### src/hw/dsp_params.svh
`ifndef DSP_PARAMS_SVH
`define DSP_PARAMS_SVH
// data bits per character
`define DSP_DATA_BITS      8
// serial clock tick period in system clocks (oversample x16 base)
`define DSP_TICK_DIV       16'h0036
// ticks per bit
`define DSP_OVERSAMPLE     5'h10
// middle of a bit, in ticks
`define DSP_MID_TICK       4'h7
// stop bits sent
`define DSP_STOP_BITS      2'h1
// idle line level
`define DSP_IDLE_LEVEL     1'b1
`endif

### src/hw/dsp_pkg.sv
`default_nettype none
package dsp_pkg;
  typedef enum logic [1:0] {
    DSP_TX_IDLE  = 2'h0,
    DSP_TX_START = 2'h1,
    DSP_TX_DATA  = 2'h3,
    DSP_TX_STOP  = 2'h2
  } dsp_tx_state_type;
  typedef enum logic [1:0] {
    DSP_RX_IDLE  = 2'h0,
    DSP_RX_START = 2'h1,
    DSP_RX_DATA  = 2'h3,
    DSP_RX_STOP  = 2'h2
  } dsp_rx_state_type;
endpackage : dsp_pkg
`default_nettype wire

### src/hw/dsp_channel.sv
`include "dsp_params.svh"
`default_nettype none
// one serial channel: receiver and transmitter sharing a tick enable
module dsp_channel #(
  parameter int DATA_BITS = `DSP_DATA_BITS
) (
  input  wire logic                 clk,
  input  wire logic                 rstn,
  input  wire logic                 tick,
  input  wire logic                 serial_in,
  output logic                      serial_out,
  output logic                      send_request,
  input  wire logic                 send_grant,
  input  wire logic                 tx_enable,
  input  wire logic                 loopback,
  input  wire logic                 flow_enable,
  input  wire logic [DATA_BITS-1:0] tx_data,
  input  wire logic                 tx_valid,
  output logic                      tx_ready,
  output logic [DATA_BITS-1:0]      rx_data,
  output logic                      rx_valid,
  output logic                      rx_frame_err
);
  localparam int CW = $clog2(DATA_BITS + 1);
  localparam logic [3:0] MID = `DSP_MID_TICK;
  localparam logic [3:0] LAST = 4'(`DSP_OVERSAMPLE - 5'h01);

  // three-stage synchronisers on pins
  logic [2:0] rx_sync_reg;
  logic [2:0] grant_sync_reg;
  logic       rx_pin_reg;
  logic       grant_reg;
  logic       rx_line;

  dsp_pkg::dsp_tx_state_type tx_state_reg;
  dsp_pkg::dsp_rx_state_type rx_state_reg;
  logic [3:0]           tx_tick_reg;
  logic [3:0]           rx_tick_reg;
  logic [CW-1:0]        tx_bit_reg;
  logic [CW-1:0]        rx_bit_reg;
  logic [DATA_BITS-1:0] tx_shift_reg;
  logic [DATA_BITS-1:0] rx_shift_reg;
  logic                 tx_line_reg;
  logic                 tx_phase_reg;
  logic                 tx_line_next;
  logic                 tx_start;

  always_ff @(posedge clk or negedge rstn) begin
    if (!rstn) begin
      rx_sync_reg    <= 3'h7;
      grant_sync_reg <= 3'h0;
      rx_pin_reg     <= 1'b1;
      grant_reg      <= 1'b0;
    end else begin
      rx_sync_reg    <= {rx_sync_reg[1:0], serial_in};
      grant_sync_reg <= {grant_sync_reg[1:0], send_grant};
      if (rx_sync_reg[1] == rx_sync_reg[2]) begin
        rx_pin_reg <= rx_sync_reg[2];
      end
      if (grant_sync_reg[1] == grant_sync_reg[2]) begin
        grant_reg <= grant_sync_reg[2];
      end
    end
  end

  // loopback feeds the receiver from the transmitter
  assign rx_line = loopback ? tx_line_reg : rx_pin_reg;

  assign send_request = tx_enable && (tx_valid ||
                        tx_state_reg != dsp_pkg::DSP_TX_IDLE);
  assign tx_start = tx_enable && tx_valid &&
                    (grant_reg || !flow_enable);
  assign tx_ready = (tx_state_reg == dsp_pkg::DSP_TX_IDLE) &&
                    tx_start && tick && !tx_phase_reg;

  // line value for the next bit
  always_comb begin
    tx_line_next = `DSP_IDLE_LEVEL;
    case (tx_state_reg)
      dsp_pkg::DSP_TX_START: tx_line_next = 1'b0;
      dsp_pkg::DSP_TX_DATA:  tx_line_next = tx_shift_reg[0];
      default:               tx_line_next = `DSP_IDLE_LEVEL;
    endcase
  end

  // transmitter: bit boundaries fall on the falling phase of the
  // serial clock; the phase flag marks rising/falling half periods
  always_ff @(posedge clk or negedge rstn) begin
    if (!rstn) begin
      tx_state_reg <= dsp_pkg::DSP_TX_IDLE;
      tx_tick_reg  <= 4'h0;
      tx_bit_reg   <= '0;
      tx_shift_reg <= '0;
      tx_phase_reg <= 1'b0;
    end else if (tick) begin
      tx_phase_reg <= ~tx_phase_reg;
      case (tx_state_reg)
        dsp_pkg::DSP_TX_IDLE: begin
          if (tx_ready) begin
            tx_shift_reg <= tx_data;
            tx_tick_reg  <= 4'h0;
            tx_state_reg <= dsp_pkg::DSP_TX_START;
          end
        end
        dsp_pkg::DSP_TX_START: begin
          tx_tick_reg <= tx_tick_reg + 4'h1;
          if (tx_tick_reg == LAST) begin
            tx_bit_reg   <= '0;
            tx_state_reg <= dsp_pkg::DSP_TX_DATA;
          end
        end
        dsp_pkg::DSP_TX_DATA: begin
          tx_tick_reg <= tx_tick_reg + 4'h1;
          if (tx_tick_reg == LAST) begin
            tx_shift_reg <= tx_shift_reg >> 1;
            tx_bit_reg   <= tx_bit_reg + CW'(1);
            if (tx_bit_reg == CW'(DATA_BITS - 1)) begin
              tx_state_reg <= dsp_pkg::DSP_TX_STOP;
            end
          end
        end
        dsp_pkg::DSP_TX_STOP: begin
          tx_tick_reg <= tx_tick_reg + 4'h1;
          if (tx_tick_reg == LAST) begin
            tx_state_reg <= dsp_pkg::DSP_TX_IDLE;
          end
        end
        default: tx_state_reg <= dsp_pkg::DSP_TX_IDLE;
      endcase
    end
  end

  // output changes on falling phase only
  always_ff @(posedge clk or negedge rstn) begin
    if (!rstn) begin
      tx_line_reg <= `DSP_IDLE_LEVEL;
    end else if (tick && tx_phase_reg) begin
      tx_line_reg <= tx_enable ? tx_line_next : `DSP_IDLE_LEVEL;
    end
  end

  always_ff @(posedge clk or negedge rstn) begin
    if (!rstn) begin
      serial_out <= `DSP_IDLE_LEVEL;
    end else begin
      serial_out <= loopback ? `DSP_IDLE_LEVEL : tx_line_reg;
    end
  end

  // receiver: samples mid-bit on the rising phase tick
  always_ff @(posedge clk or negedge rstn) begin
    if (!rstn) begin
      rx_state_reg <= dsp_pkg::DSP_RX_IDLE;
      rx_tick_reg  <= 4'h0;
      rx_bit_reg   <= '0;
      rx_shift_reg <= '0;
      rx_data      <= '0;
      rx_valid     <= 1'b0;
      rx_frame_err <= 1'b0;
    end else begin
      rx_valid     <= 1'b0;
      rx_frame_err <= 1'b0;
      if (tick) begin
        case (rx_state_reg)
          dsp_pkg::DSP_RX_IDLE: begin
            // start on a rising-phase tick, so every later sample
            // lands on one too; costs up to one tick of sample skew
            if (!rx_line && !tx_phase_reg) begin
              rx_tick_reg  <= 4'h0;
              rx_state_reg <= dsp_pkg::DSP_RX_START;
            end
          end
          dsp_pkg::DSP_RX_START: begin
            rx_tick_reg <= rx_tick_reg + 4'h1;
            if (rx_tick_reg == MID) begin
              if (rx_line) begin
                rx_state_reg <= dsp_pkg::DSP_RX_IDLE;
              end else begin
                rx_tick_reg  <= 4'h0;
                rx_bit_reg   <= '0;
                rx_state_reg <= dsp_pkg::DSP_RX_DATA;
              end
            end
          end
          dsp_pkg::DSP_RX_DATA: begin
            rx_tick_reg <= rx_tick_reg + 4'h1;
            if (rx_tick_reg == LAST) begin
              rx_shift_reg <= {rx_line, rx_shift_reg[DATA_BITS-1:1]};
              rx_bit_reg   <= rx_bit_reg + CW'(1);
              if (rx_bit_reg == CW'(DATA_BITS - 1)) begin
                rx_state_reg <= dsp_pkg::DSP_RX_STOP;
              end
            end
          end
          dsp_pkg::DSP_RX_STOP: begin
            rx_tick_reg <= rx_tick_reg + 4'h1;
            if (rx_tick_reg == LAST) begin
              rx_data      <= rx_shift_reg;
              rx_valid     <= rx_line;
              rx_frame_err <= !rx_line;
              rx_state_reg <= dsp_pkg::DSP_RX_IDLE;
            end
          end
          default: rx_state_reg <= dsp_pkg::DSP_RX_IDLE;
        endcase
      end
    end
  end
endmodule : dsp_channel
`default_nettype wire

### src/hw/dsp_dual_serial_port.sv
`include "dsp_params.svh"
`default_nettype none
module dsp_dual_serial_port #(
  parameter int          DATA_BITS = `DSP_DATA_BITS,
  parameter logic [15:0] TICK_DIV  = `DSP_TICK_DIV
) (
  input  wire logic                 clk,
  input  wire logic                 rstn,
  input  wire logic                 serial_in_ch0,
  input  wire logic                 serial_in_ch1,
  output logic                      serial_out_ch0,
  output logic                      serial_out_ch1,
  output logic                      send_request_ch0,
  output logic                      send_request_ch1,
  input  wire logic                 send_grant_ch0,
  input  wire logic                 send_grant_ch1,
  input  wire logic [1:0]           tx_enable,
  input  wire logic [1:0]           loopback,
  input  wire logic [1:0]           flow_enable,
  input  wire logic [DATA_BITS-1:0] tx_data_ch0,
  input  wire logic [DATA_BITS-1:0] tx_data_ch1,
  input  wire logic [1:0]           tx_valid,
  output logic [1:0]                tx_ready,
  output logic [DATA_BITS-1:0]      rx_data_ch0,
  output logic [DATA_BITS-1:0]      rx_data_ch1,
  output logic [1:0]                rx_valid,
  output logic [1:0]                rx_frame_err
);
  logic [15:0] div_reg;
  logic        tick;

  // one shared serial clock source; each tick is one sixteenth of a bit
  always_ff @(posedge clk or negedge rstn) begin
    if (!rstn) begin
      div_reg <= 16'h0000;
    end else if (div_reg == TICK_DIV - 16'h0001) begin
      div_reg <= 16'h0000;
    end else begin
      div_reg <= div_reg + 16'h0001;
    end
  end
  assign tick = (div_reg == TICK_DIV - 16'h0001);

  // per-channel pins gathered into vectors so one loop serves both
  logic [1:0]           serial_in_w;
  logic [1:0]           serial_out_w;
  logic [1:0]           send_request_w;
  logic [1:0]           send_grant_w;
  logic [DATA_BITS-1:0] tx_data_w [2];
  logic [DATA_BITS-1:0] rx_data_w [2];

  assign serial_in_w      = {serial_in_ch1, serial_in_ch0};
  assign send_grant_w     = {send_grant_ch1, send_grant_ch0};
  assign tx_data_w[0]     = tx_data_ch0;
  assign tx_data_w[1]     = tx_data_ch1;
  assign serial_out_ch0   = serial_out_w[0];
  assign serial_out_ch1   = serial_out_w[1];
  assign send_request_ch0 = send_request_w[0];
  assign send_request_ch1 = send_request_w[1];
  assign rx_data_ch0      = rx_data_w[0];
  assign rx_data_ch1      = rx_data_w[1];

  // one channel each, sharing nothing but the tick
  for (genvar ch = 0; ch < 2; ch++) begin : g_ch
    dsp_channel #(.DATA_BITS(DATA_BITS)) u_chan (
      .clk          (clk),
      .rstn         (rstn),
      .tick         (tick),
      .serial_in    (serial_in_w[ch]),
      .serial_out   (serial_out_w[ch]),
      .send_request (send_request_w[ch]),
      .send_grant   (send_grant_w[ch]),
      .tx_enable    (tx_enable[ch]),
      .loopback     (loopback[ch]),
      .flow_enable  (flow_enable[ch]),
      .tx_data      (tx_data_w[ch]),
      .tx_valid     (tx_valid[ch]),
      .tx_ready     (tx_ready[ch]),
      .rx_data      (rx_data_w[ch]),
      .rx_valid     (rx_valid[ch]),
      .rx_frame_err (rx_frame_err[ch])
    );
  end
endmodule : dsp_dual_serial_port
`default_nettype wire

### config.mk
export PLATFORM = sky130hd
export DESIGN_NAME = dsp_dual_serial_port
export DESIGN_NICKNAME = d
export VERILOG_FILES = /design/src/hw/dsp_pkg.sv /design/src/hw/dsp_channel.sv /design/src/hw/dsp_dual_serial_port.sv
export VERILOG_INCLUDE_DIRS = /design/src /design/src/hw
export SDC_FILE = /design/constraint.sdc
export NUM_CORES = 1
export LEC_CHECK = 0
export BUFFER_PORTS_ARGS = -buffer_cell sky130_fd_sc_hd__buf_4
export CORE_ASPECT_RATIO = 0.8
export CORE_MARGIN = 2
export CORE_UTILIZATION = 60
export DETAILED_ROUTE_END_ITERATION = 8
export PLACE_DENSITY = 0.9
export SETUP_SLACK_MARGIN = 0.4
export SYNTH_ARGS = -nofsm -noshare
export SYNTH_HDL_FRONTEND = slang
export SYNTH_SLANG_ARGS = --single-unit
### constraint.sdc
create_clock -name clk -period 6.2 [get_ports clk]
set_input_delay 1.24 -clock clk [delete_from_list [all_inputs] [get_ports clk]]
set_output_delay 1.24 -clock clk [all_outputs]
set_load 0.02 [all_outputs]
==> results of run 1 <==
## final cells by class
type	count	area [sq um]	share of cell area, %
Clock buffer	17	425.4	5.785
Clock inverter	15	158.9	2.161
Inverter	15	56.30	0.7657
Multi-Input combinational cell	349	2834	38.54
Sequential cell	130	3268	44.44
Tap cell	140	175.2	2.382
Timing Repair Buffer	58	435.4	5.921
## cells by family (layout without fill, tap and decap cells)
family | after synthesis | count (layout)
adder cells (fa/ha/maj) | 24 | 24
buffers and inverters | 40 | 105
AND/OR/NAND/NOR | 159 | 159
AO/OA/AOI/OAI | 75 | 75
XOR/XNOR | 15 | 15
flip-flops | 130 | 130
multiplexers | 76 | 76
## metrics by stage
stage                     worst slack (ns)  hold WS (ns)   power, W  instances
after floorplan                      3.136        0.3312  0.0008892        519
after global placement               2.971        0.3390  0.0009241        692
after detailed placement             2.947        0.3410  0.0009267        692
after CTS                            2.660        0.3532   0.001912        724
after global routing                 2.525        0.3616   0.001960        724
final                                2.653        0.3512   0.001895        724
## per-layer routing
metal / GRT usage (%) / wire, um
met1: 30.37 / 5320
met2: 40.66 / 6222
met3: 6.639 / 713
met4: 9.226 / 140
met5: 0 / 0
## critical path, cell delays in order, from the launching register on
cell and delay, ns:
sky130_fd_sc_hd__dfrtp_1 0.43, sky130_fd_sc_hd__inv_1 0.08, sky130_fd_sc_hd__ha_1 0.14, sky130_fd_sc_hd__and4b_1 0.29, sky130_fd_sc_hd__and4_1 0.21, sky130_fd_sc_hd__buf_4 0.32
sky130_fd_sc_hd__and3_1 0.25, sky130_fd_sc_hd__buf_4 0.15
## placed cells by master (no fill, tap or decap), types with 5 or more instances in the layout
cell type | Yosys | layout
sky130_fd_sc_hd__dfrtp_1 | 118 | 118
sky130_fd_sc_hd__buf_4 | 6 | 58
sky130_fd_sc_hd__mux2_2 | 55 | 55
sky130_fd_sc_hd__nor2_1 | 33 | 33
sky130_fd_sc_hd__nand3_1 | 25 | 25
sky130_fd_sc_hd__ha_1 | 20 | 20
sky130_fd_sc_hd__nand2_1 | 18 | 18
sky130_fd_sc_hd__clkbuf_16 | 0 | 17
sky130_fd_sc_hd__mux2_4 | 16 | 16
sky130_fd_sc_hd__inv_1 | 15 | 15
sky130_fd_sc_hd__a21oi_1 | 14 | 14
sky130_fd_sc_hd__xnor2_1 | 12 | 12
sky130_fd_sc_hd__dfstp_2 | 12 | 12
sky130_fd_sc_hd__o21ai_0 | 10 | 10
sky130_fd_sc_hd__nor2b_1 | 10 | 10
sky130_fd_sc_hd__o31ai_1 | 9 | 9
sky130_fd_sc_hd__o2bb2ai_1 | 9 | 9
sky130_fd_sc_hd__and3_1 | 7 | 7
sky130_fd_sc_hd__nand4b_1 | 6 | 6
sky130_fd_sc_hd__nand4_1 | 5 | 5
sky130_fd_sc_hd__nor3_1 | 5 | 5
sky130_fd_sc_hd__or3_1 | 5 | 5
sky130_fd_sc_hd__nand2b_1 | 5 | 5
sky130_fd_sc_hd__or4_1 | 5 | 5
sky130_fd_sc_hd__and2_1 | 5 | 5
sky130_fd_sc_hd__mux2i_1 | 5 | 5
## final timing paths
kind | startpoint | to | slack (ns) | depth (start not counted)
setup / recovery | div_reg[1] | tx_ready[0] | 2.65 | 7
hold / removal | g_ch[1].u_chan.grant_sync_reg[0] | g_ch[1].u_chan.grant_sync_reg[1] | 0.35 | 0
setup reg to reg | div_reg[1] | g_ch[0].u_chan.tx_shift_reg[5] | 3.80 | 7
hold reg to reg | g_ch[1].u_chan.grant_sync_reg[0] | g_ch[1].u_chan.grant_sync_reg[1] | 0.35 | 0
max in group asynchronous | rstn | g_ch[0].u_chan.tx_state_reg[1] | 4.03 | 2
min in group asynchronous | rstn | g_ch[0].u_chan.rx_data[5] | 0.97 | 1
## power breakdown
part	switching, W	internal (W)
clock	0.000390	0.000594
combinational	0.0000276	0.0000212
sequential	0.00000362	0.000858
==> impl_metrics.yaml, run 1 <==
floorplan:
  core_sq_mm: 0.01024
  die_h_um: 95.62
  floorplan.rows: 33
  die_area_sq_mm: 0.01133
  count_of_boundary_i_o_pins: 56
  fp.dieW_um: 118.5
  floorplan.initialDensity_pct: 61.47
grt:
  grt_pass1_wl_um: 21400
  pin_count_of_the_biggest_net_entering_global_routing: 81
  initial_antenna_violation_count: 0
  overflow: 0
  grt_use_total_pct: 24.18
  number_of_global_route_vias_before_repair: 4361
power_and_ir_drop:
  power.static_leakage_nw: 3.429
  cellPowerDensity_mw_per_mm2: 257.7
  vdd.ir_drop.worst_mv: 0.2195
logic_synthesis:
  synthXorXnorAreaFrac_pct: 2.087
  synth_compound_area_share_pct: 8.607
  multiplexer_share_of_the_synthesized_area_pct: 14.45
  synth_simple_gate_area_share_pct: 15.27
  avgSynthCellArea_sq_um: 12.13
  ys_seq_elements: 130
  yosysMostFrequentCell: "sky130_fd_sc_hd__dfrtp_1"
  synth_edf_count: 0
  synth_top_cells_by_area: "sky130_fd_sc_hd__dfrtp_1, sky130_fd_sc_hd__mux2_2, sky130_fd_sc_hd__dfstp_2"
  synth-async-reset-ratio_pct: 100.0
  synth_top_family_by_area: "simple AND/OR/NAND/NOR gates"
  postSynthCellCount: 519
  synth_top_flop_cell: "sky130_fd_sc_hd__dfrtp_1"
  synth.yosys.warnings: 0
  synth.net_count: 569
  post_synth_top_area_share_pct: 46.91
  adder_and_majority_gate_portion_of_the_synthesized_area_pct: 4.611
  post_synth_most_frequent_cells: "sky130_fd_sc_hd__dfrtp_1, sky130_fd_sc_hd__mux2_2, sky130_fd_sc_hd__nor2_1"
  synth.yosys.seq_area_share_pct: 51.92
  post-synth-top-area-cell: "sky130_fd_sc_hd__dfrtp_1"
  synth.distinct_cells: 59
  post_synth_instance_area_sq_mm: 0.006295
sta:
  max_slew.worst_pin.slew_ns: 0.9923
  worst_slew_margin_rel_pct: 33.85
  fin_worst_skew_ns: 0.004738
  rsz0062_at_grt: "no"
  finalMaxSlewViolations: 0
  final-hold-violation-count: 0
  setup_viol_count_final: 0
  post-route-min-period_ns: 3.547
  final.period_utilization_pct: 57.20
  max_clock_freq_ghz: 0.2820
  tns_ns: 0
layout:
  fill_cells: 692
  drive_gt1_share_pct: 31.68
  area.growth.synth_to_final_pct: 16.82
  fraction_of_the_core_area_covered_by_cells_at_the_end_of_the_flow_pct: 71.81
  antenna_cells_inserted: 0
  number_of_nets_in_the_layout: 621
  postLayoutCellArea_sq_mm: 0.007353
flow_run:
  timing.max_cap.violations: 0
setup_path:
  criticalPathCategory: "reg2out"
  required_ns: 4.96
  critPathLaunchType: "register"
  critPathMaxFanout: 31
  arrival_ns: 2.31
  critical_path.endpoint_type: "output pin"
cts:
  cts-root-to-sink-buffers: 2
  clock_insertion_delay_worst_skew_ns: 0.42
  clk_root_buf: "sky130_fd_sc_hd__clkbuf_16"
  total_clock_sinks: 130
  postCtsResizedCells: 0
  tritoncts: "yes"
  cts-buffers-inserted: 17
  clkSlewWorstSetupHoldPaths_ns: 0.06
  cts-htree-levels: 4
  cts-hold-fix-buffers: 0
  post-cts-setup-buffers: 0
detailed_routing:
  route.antenna.remaining_nets: 0
  routed_wirelength_um: 12400
  dr_iter_0_viols: 312
  drc_errors: 0
  vias_per_cell: 5.978
  first_pass_iters: 5
  vias: 4328
  wire_length_per_cell_um: 17.12
placed_design:
  dpl-instance-area_sq_mm: 0.006769
  buffers_added_on_ports: 55
  detailed_place_hpwl_um: 8156
  gpl.final_weighted_congestion: 0.8290
run_status:
  outcome: "finished, final reports clean"
min_path:
  hp-class: "reg2reg"
No activity file was read; power rests on OpenSTA's default activity.
==> run 2, diff against run 1 <==
--- a/config.mk
+++ b/config.mk
@@ -6,6 +6,7 @@
 export SDC_FILE = /design/constraint.sdc
 export NUM_CORES = 1
 export LEC_CHECK = 0
+export ABC_AREA = 1
 export BUFFER_PORTS_ARGS = -buffer_cell sky130_fd_sc_hd__buf_4
 export CORE_ASPECT_RATIO = 0.8
 export CORE_MARGIN = 2
==> constraint.sdc (replaced) <==
create_clock -name clk -period 3.27 [get_ports clk]
set_input_delay 0.654 -clock clk [delete_from_list [all_inputs] [get_ports clk]]
set_output_delay 0.654 -clock clk [all_outputs]
set_load 0.02 [all_outputs]
==> run 2 against run 1 <==
Clock power up 110%; combinational power up 88%; worst hold slack got worse by 0.049 ns; wire length rose by 11%; synthesized cell count rose by 36%; critical path depth did not move; via count is 19% higher; core utilization up 1.4 points; count of clock-buffer cells in the layout grew 3; largest power group unchanged.
==> impl_metrics.yaml, run 2 <==
sta:
  final-hold-violation-count: 0
  max_clock_freq_ghz: 0.3830
  worst_slew_margin_rel_pct: 47.86
  fin_worst_skew_ns: 0.01240
  max_slew.worst_pin.slew_ns: 0.7821
  postLayoutSetupSlackWorst_ns: 0.6593
  rsz0062_at_grt: "no"
  final.period_utilization_pct: 79.84
  tns_ns: 0
  setup_viol_count_final: 0
  post-route-min-period_ns: 2.611
  finalMaxSlewViolations: 0
setup_path:
  critical_path.max_stage_delay_ns: 0.41
  reg2regPathDepth: 7
  arrival_ns: 1.96
  worstReg2RegStart: "div_reg[0]"
  criticalPathCategory: "reg2out"
  critPathLaunchType: "register"
  critPathMaxFanout: 4
  r2r_setup_slack_ns: 1.16
  regToRegEndpoint: "g_ch[0].u_chan.rx_data[7]"
  required_ns: 2.62
  critical_path.endpoint_type: "output pin"
  path_cells: "inv_1 -> ha_1 -> nand3_1 -> nor2_1 -> nand4_2 -> inv_1 -> buf_4"
  path_common_cell: "sky130_fd_sc_hd__inv_1"
  slowest_stage: "sky130_fd_sc_hd__dfrtp_1"
grt:
  pin_count_of_the_biggest_net_entering_global_routing: 63
  grt_use_total_pct: 25.79
  number_of_global_route_vias_before_repair: 5052
  overflow: 0
  grt_pass1_wl_um: 23320
  initial_antenna_violation_count: 0
power_and_ir_drop:
  power.static_leakage_nw: 3.629
  vdd.ir_drop.worst_mv: 0.3559
  cellPowerDensity_mw_per_mm2: 503.2
detailed_routing:
  first_pass_iters: 5
  routed_wirelength_um: 13740
  wire_length_per_cell_um: 14.95
  vias: 5136
  route.antenna.remaining_nets: 0
  vias_per_cell: 5.589
  drc_errors: 0
  dr_iter_0_viols: 547
logic_synthesis:
  synthXorXnorAreaFrac_pct: 2.053
  post_synth_top_area_share_pct: 46.15
  synth-async-reset-ratio_pct: 100.0
  synth.yosys.warnings: 0
  synth_compound_area_share_pct: 11.07
  postSynthCellCount: 705
  multiplexer_share_of_the_synthesized_area_pct: 2.659
  adder_and_majority_gate_portion_of_the_synthesized_area_pct: 4.537
  avgSynthCellArea_sq_um: 9.076
  synth_top_flop_cell: "sky130_fd_sc_hd__dfrtp_1"
  synth_simple_gate_area_share_pct: 21.51
  post_synth_most_frequent_cells: "sky130_fd_sc_hd__nand2_1, sky130_fd_sc_hd__dfrtp_1, sky130_fd_sc_hd__inv_1"
  synth_top_family_by_area: "simple AND/OR/NAND/NOR gates"
  post-synth-top-area-cell: "sky130_fd_sc_hd__dfrtp_1"
  yosysMostFrequentCell: "sky130_fd_sc_hd__nand2_1"
  post_synth_instance_area_sq_mm: 0.006399
  synth_top_cells_by_area: "sky130_fd_sc_hd__dfrtp_1, sky130_fd_sc_hd__nand2_1, sky130_fd_sc_hd__inv_1"
  synth.net_count: 755
  synth.yosys.seq_area_share_pct: 51.08
  ys_seq_elements: 130
  synth_edf_count: 0
  synth.distinct_cells: 45
floorplan:
  fp.dieW_um: 119.5
  floorplan.rows: 33
  count_of_boundary_i_o_pins: 56
  core_sq_mm: 0.01032
  die_h_um: 96.37
  floorplan.initialDensity_pct: 61.99
  die_area_sq_mm: 0.01151
flow_run:
  timing.max_cap.violations: 0
cts:
  cts-hold-fix-buffers: 0
  clk_root_buf: "sky130_fd_sc_hd__clkbuf_16"
  clock_insertion_delay_worst_skew_ns: 0.42
  cts-htree-levels: 4
  cts-buffers-inserted: 17
  tritoncts: "yes"
  postCtsResizedCells: 0
  clkSlewWorstSetupHoldPaths_ns: 0.06
  total_clock_sinks: 130
  cts-root-to-sink-buffers: 2
  post-cts-setup-buffers: 0
layout:
  antenna_cells_inserted: 0
  postLayoutCellArea_sq_mm: 0.007553
  area.growth.synth_to_final_pct: 18.05
  number_of_nets_in_the_layout: 816
  drive_gt1_share_pct: 19.64
  layout_common_cells: "sky130_fd_sc_hd__nand2_1, sky130_fd_sc_hd__dfrtp_1, sky130_fd_sc_hd__inv_1"
  layout_commonest_cell: "sky130_fd_sc_hd__nand2_1"
run_status:
  outcome: "finished, final reports clean"
placed_design:
  dp_worst_slack_ns: 1.137
  gpl.final_weighted_congestion: 0.9243
  buffers_added_on_ports: 55
  dpl-instance-area_sq_mm: 0.006900
  detailed_place_hpwl_um: 9440
min_path:
  hp-class: "in2async"
[run 2: critical path, delay by kind of cell (launching register included)]
kind,cells,cell delay (ns)
buf+inv,3,0.40
simple gates,3,0.51
fa+ha+maj,1,0.22
flops,1,0.41
[run 2: per-stage QoR]
step	cells	util [%]	hold slack (ns)	total power, W
after floorplan	705	-	0.3312	0.001682
after detailed placement	887	66.85	0.3386	0.001755
after global placement	887	66.85	0.3392	0.001750
final	919	73.18	0.3017	0.003801
after CTS	919	73.18	0.3306	0.003821
after global routing	919	73.18	0.3279	0.003909
[run 2: kinds of logic (layout without fill, tap and decap cells)]
family                     after synthesis  in the layout
AOI/OAI and AO/OA                      115            115
adders and majority gates               24             24
muxes                                   17             17
and+or+nand+nor                        299            299
buffers and inverters                  105            179
DFF                                    130            130
xor gates and xnor gates                15             15
[run 2: cell type report]
cell class              instances  area (sq um)
clock buffers                  20         446.7
clock inverters                12         206.4
fillers                       693          2769
inverters                      90         340.3
multi-input cells             470          2676
flip-flops and latches        130          3268
well taps                     140         175.2
repair buffers                 57         440.4
[run 2: layer usage]
layer / share of wire, % / vias up / routed length, um / GRT usage [%]
met2: 51 / 196 / 7005 / 44.81
met4: 2.0 / 0 / 274 / 12.06
met5: 0 / - / 0 / 0
met3: 5.5 / 32 / 754 / 6.043
met1: 42 / 2500 / 5704 / 30.90
li1: - / 2408 / - / -
[run 2: power breakdown]
part | switching, W | internal (W) | total [W]
registers | 0.00000620 | 0.00163 | 0.00163
clock network | 0.000700 | 0.00138 | 0.00208
logic | 0.0000553 | 0.0000363 | 0.0000916
[run 2: worst max path at each step]
stage                                         from     endpoint  slack (ns)  cells after the start
floorplan                               div_reg[1]  tx_ready[0]        1.40                      7
global placement                    flow_enable[0]  tx_ready[0]        1.17                      7
detailed placement                  flow_enable[0]  tx_ready[0]        1.14                      7
CTS                 g_ch[0].u_chan.tx_state_reg[0]  tx_ready[0]        0.70                      7
global route        g_ch[0].u_chan.tx_state_reg[0]  tx_ready[0]        0.57                      7
finish              g_ch[0].u_chan.tx_state_reg[0]  tx_ready[0]        0.66                      7
==> run 3, diff against run 2 <==
--- a/config.mk
+++ b/config.mk
@@ -6,7 +6,7 @@
 export SDC_FILE = /design/constraint.sdc
 export NUM_CORES = 1
 export LEC_CHECK = 0
-export ABC_AREA = 1
+export ABC_AREA = 0
 export BUFFER_PORTS_ARGS = -buffer_cell sky130_fd_sc_hd__buf_4
 export CORE_ASPECT_RATIO = 0.8
 export CORE_MARGIN = 2
==> constraint.sdc (replaced) <==
create_clock -name clk -period 2.7 [get_ports clk]
set_input_delay 0.54 -clock clk [delete_from_list [all_inputs] [get_ports clk]]
set_output_delay 0.54 -clock clk [all_outputs]
set_load 0.02 [all_outputs]
==> run 3 against run 2 <==
Design area rose by 1.6%; clock skew down 0.0047 ns; total power grew 24%; critical endpoint is now tx_ready[1].
==> impl_metrics.yaml, run 3 (same netlist as run 1, synthesis figures left out) <==
sta:
  finalMaxSlewViolations: 0
  fin_worst_skew_ns: 0.007752
  final.period_utilization_pct: 90.75
  postLayoutSetupSlackWorst_ns: 0.2498
  max_clock_freq_ghz: 0.4081
  post-route-min-period_ns: 2.450
  worst_slew_margin_rel_pct: 56.65
  setup_viol_count_final: 0
  tns_ns: 0
  hold_slack_ns: 0.2294
  max_slew.worst_pin.slew_ns: 0.6503
  final-hold-violation-count: 0
  rsz0062_at_grt: "yes"
layout:
  area.growth.synth_to_final_pct: 21.92
  drive_gt1_share_pct: 34.93
  number_of_nets_in_the_layout: 641
  antenna_cells_inserted: 0
  layout_commonest_cell: "sky130_fd_sc_hd__dfrtp_1"
  fill_cells: 672
  layout_common_cells: "sky130_fd_sc_hd__dfrtp_1, sky130_fd_sc_hd__buf_4, sky130_fd_sc_hd__mux2_2"
cts:
  cts-root-to-sink-buffers: 2
  clkSlewWorstSetupHoldPaths_ns: 0.06
  clk_root_buf: "sky130_fd_sc_hd__clkbuf_16"
  clock_insertion_delay_worst_skew_ns: 0.42
  cts-htree-levels: 4
  total_clock_sinks: 130
  tritoncts: "yes"
  cts-buffers-inserted: 17
grt:
  grt_pass1_wl_um: 22190
  overflow: 0
  most_used_routing_layer: "met2"
  number_of_global_route_vias_before_repair: 4612
  grt_util_met2_pct: 43.64
  pin_count_of_the_biggest_net_entering_global_routing: 84
  grt_use_total_pct: 24.97
  grt_use_met1_pct: 30.68
  initial_antenna_violation_count: 0
  groute.layer.met3.usage_pct: 6.280
min_path:
  hp-class: "in2reg"
setup_path:
  criticalPathCategory: "reg2out"
  arrival_ns: 1.91
  critPathLaunchType: "register"
  required_ns: 2.16
  critical_path.endpoint_type: "output pin"
  critPathMaxFanout: 5
floorplan:
  die_h_um: 95.62
  count_of_boundary_i_o_pins: 56
  fp.dieW_um: 118.5
  floorplan.initialDensity_pct: 61.47
  core_sq_mm: 0.01024
  floorplan.rows: 33
  die_area_sq_mm: 0.01133
placed_design:
  buffers_added_on_ports: 55
  dp_worst_slack_ns: 0.3735
  detailed_place_hpwl_um: 8528
  gpl.final_weighted_congestion: 0.8450
detailed_routing:
  routed_wirelength_um: 13310
  route.antenna.remaining_nets: 0
  wire_length_per_cell_um: 17.90
  drc_errors: 0
  first_pass_iters: 5
  vias_per_cell: 6.042
  vias: 4495
  dr_iter_0_viols: 329
power_and_ir_drop:
  design_power_total_w: 0.004727
  power.static_leakage_nw: 3.575
  cellPowerDensity_mw_per_mm2: 615.8
  vdd.ir_drop.worst_mv: 0.4602
flow_run:
  timing.max_cap.violations: 0
run_status:
  outcome: "finished, final reports clean"
==> run 3: cell types whose count changed in the layout (fill, tap and decap cells not counted), moves of 18 or more <==
| cell | before | now |
|---|---|---|
| sky130_fd_sc_hd__buf_4 | 56 | 74 |
| sky130_fd_sc_hd__inv_1 | 86 | 15 |
| sky130_fd_sc_hd__mux2_2 | 0 | 55 |
| sky130_fd_sc_hd__nand2_1 | 147 | 18 |
| sky130_fd_sc_hd__nor2_1 | 69 | 33 |
| sky130_fd_sc_hd__o21ai_0 | 46 | 10 |
| sky130_fd_sc_hd__o21ai_2 | 24 | 0 |
==> run 3: what timing repair did <==
action,CTS,global route
endpoints found under the hold margin,13,0
hold buffers,1,0
gates resized for setup,12,1
buffers inserted,10,5
pin swaps,5,4
setup endpoints to repair,29,10
==> run 3: worst max-delay path, stage by stage (launching register included) <==
cell                      delay [ns]
sky130_fd_sc_hd__dfrtp_2        0.46
sky130_fd_sc_hd__nor4_4         0.30
sky130_fd_sc_hd__buf_4          0.19
sky130_fd_sc_hd__nand4_4        0.13
sky130_fd_sc_hd__nor4_4         0.22
sky130_fd_sc_hd__buf_4          0.19
==> run 3: area by class of cell <==
cell class	count	area [sq um]	share of cell area (%)
flip-flops and latches	130	3271	42.61
well taps	140	175.2	2.282
inverters	15	56.30	0.7336
multi-input cells	349	2880	37.53
repair buffers	78	616.8	8.037
clock inverters	13	232.7	3.032
clock buffers	19	442.9	5.771
==> run 3: through the flow <==
stage	cells	utilization (%)	area [sq um]
2_1_floorplan	519	-	6304
3_3_place_gp	696	66.64	6824
3_5_place_dp	696	66.64	6824
4_1_cts	739	74.57	7636
5_1_grt	744	74.95	7675
6_report	744	74.95	7675
==> run 3: metal layers <==
layer | share of wire [%] | wire length [um] | vias to the layer above
li1 | - | - | 2038
met1 | 42 | 5655 | 2269
met2 | 50 | 6664 | 164
met3 | 5.6 | 746 | 24
met4 | 1.9 | 248 | 0
met5 | 0 | 0 | -
==> run 3: final timing paths <==
path | cells past startpoint | from | slack [ns] | endpoint
worst max-delay path | 5 | div_reg[10] | 0.25 | tx_ready[1]
worst min-delay path | 1 | serial_in_ch0 | 0.23 | g_ch[0].u_chan.rx_sync_reg[0]
worst max register to register | 7 | div_reg[10] | 0.35 | g_ch[0].u_chan.tx_bit_reg[3]
worst min register to register | 0 | g_ch[1].u_chan.grant_sync_reg[0] | 0.35 | g_ch[1].u_chan.grant_sync_reg[1]
max in group asynchronous | 3 | rstn | 1.46 | g_ch[1].u_chan.tx_line_reg
min in group asynchronous | 2 | rstn | 0.52 | g_ch[1].u_chan.rx_data[4]
==> run 3: power breakdown <==
group | switching, W | total, W | internal, W
clock | 0.000871 | 0.00263 | 0.00176
combinational | 0.0000657 | 0.000119 | 0.0000529
sequential | 0.00000804 | 0.00198 | 0.00197
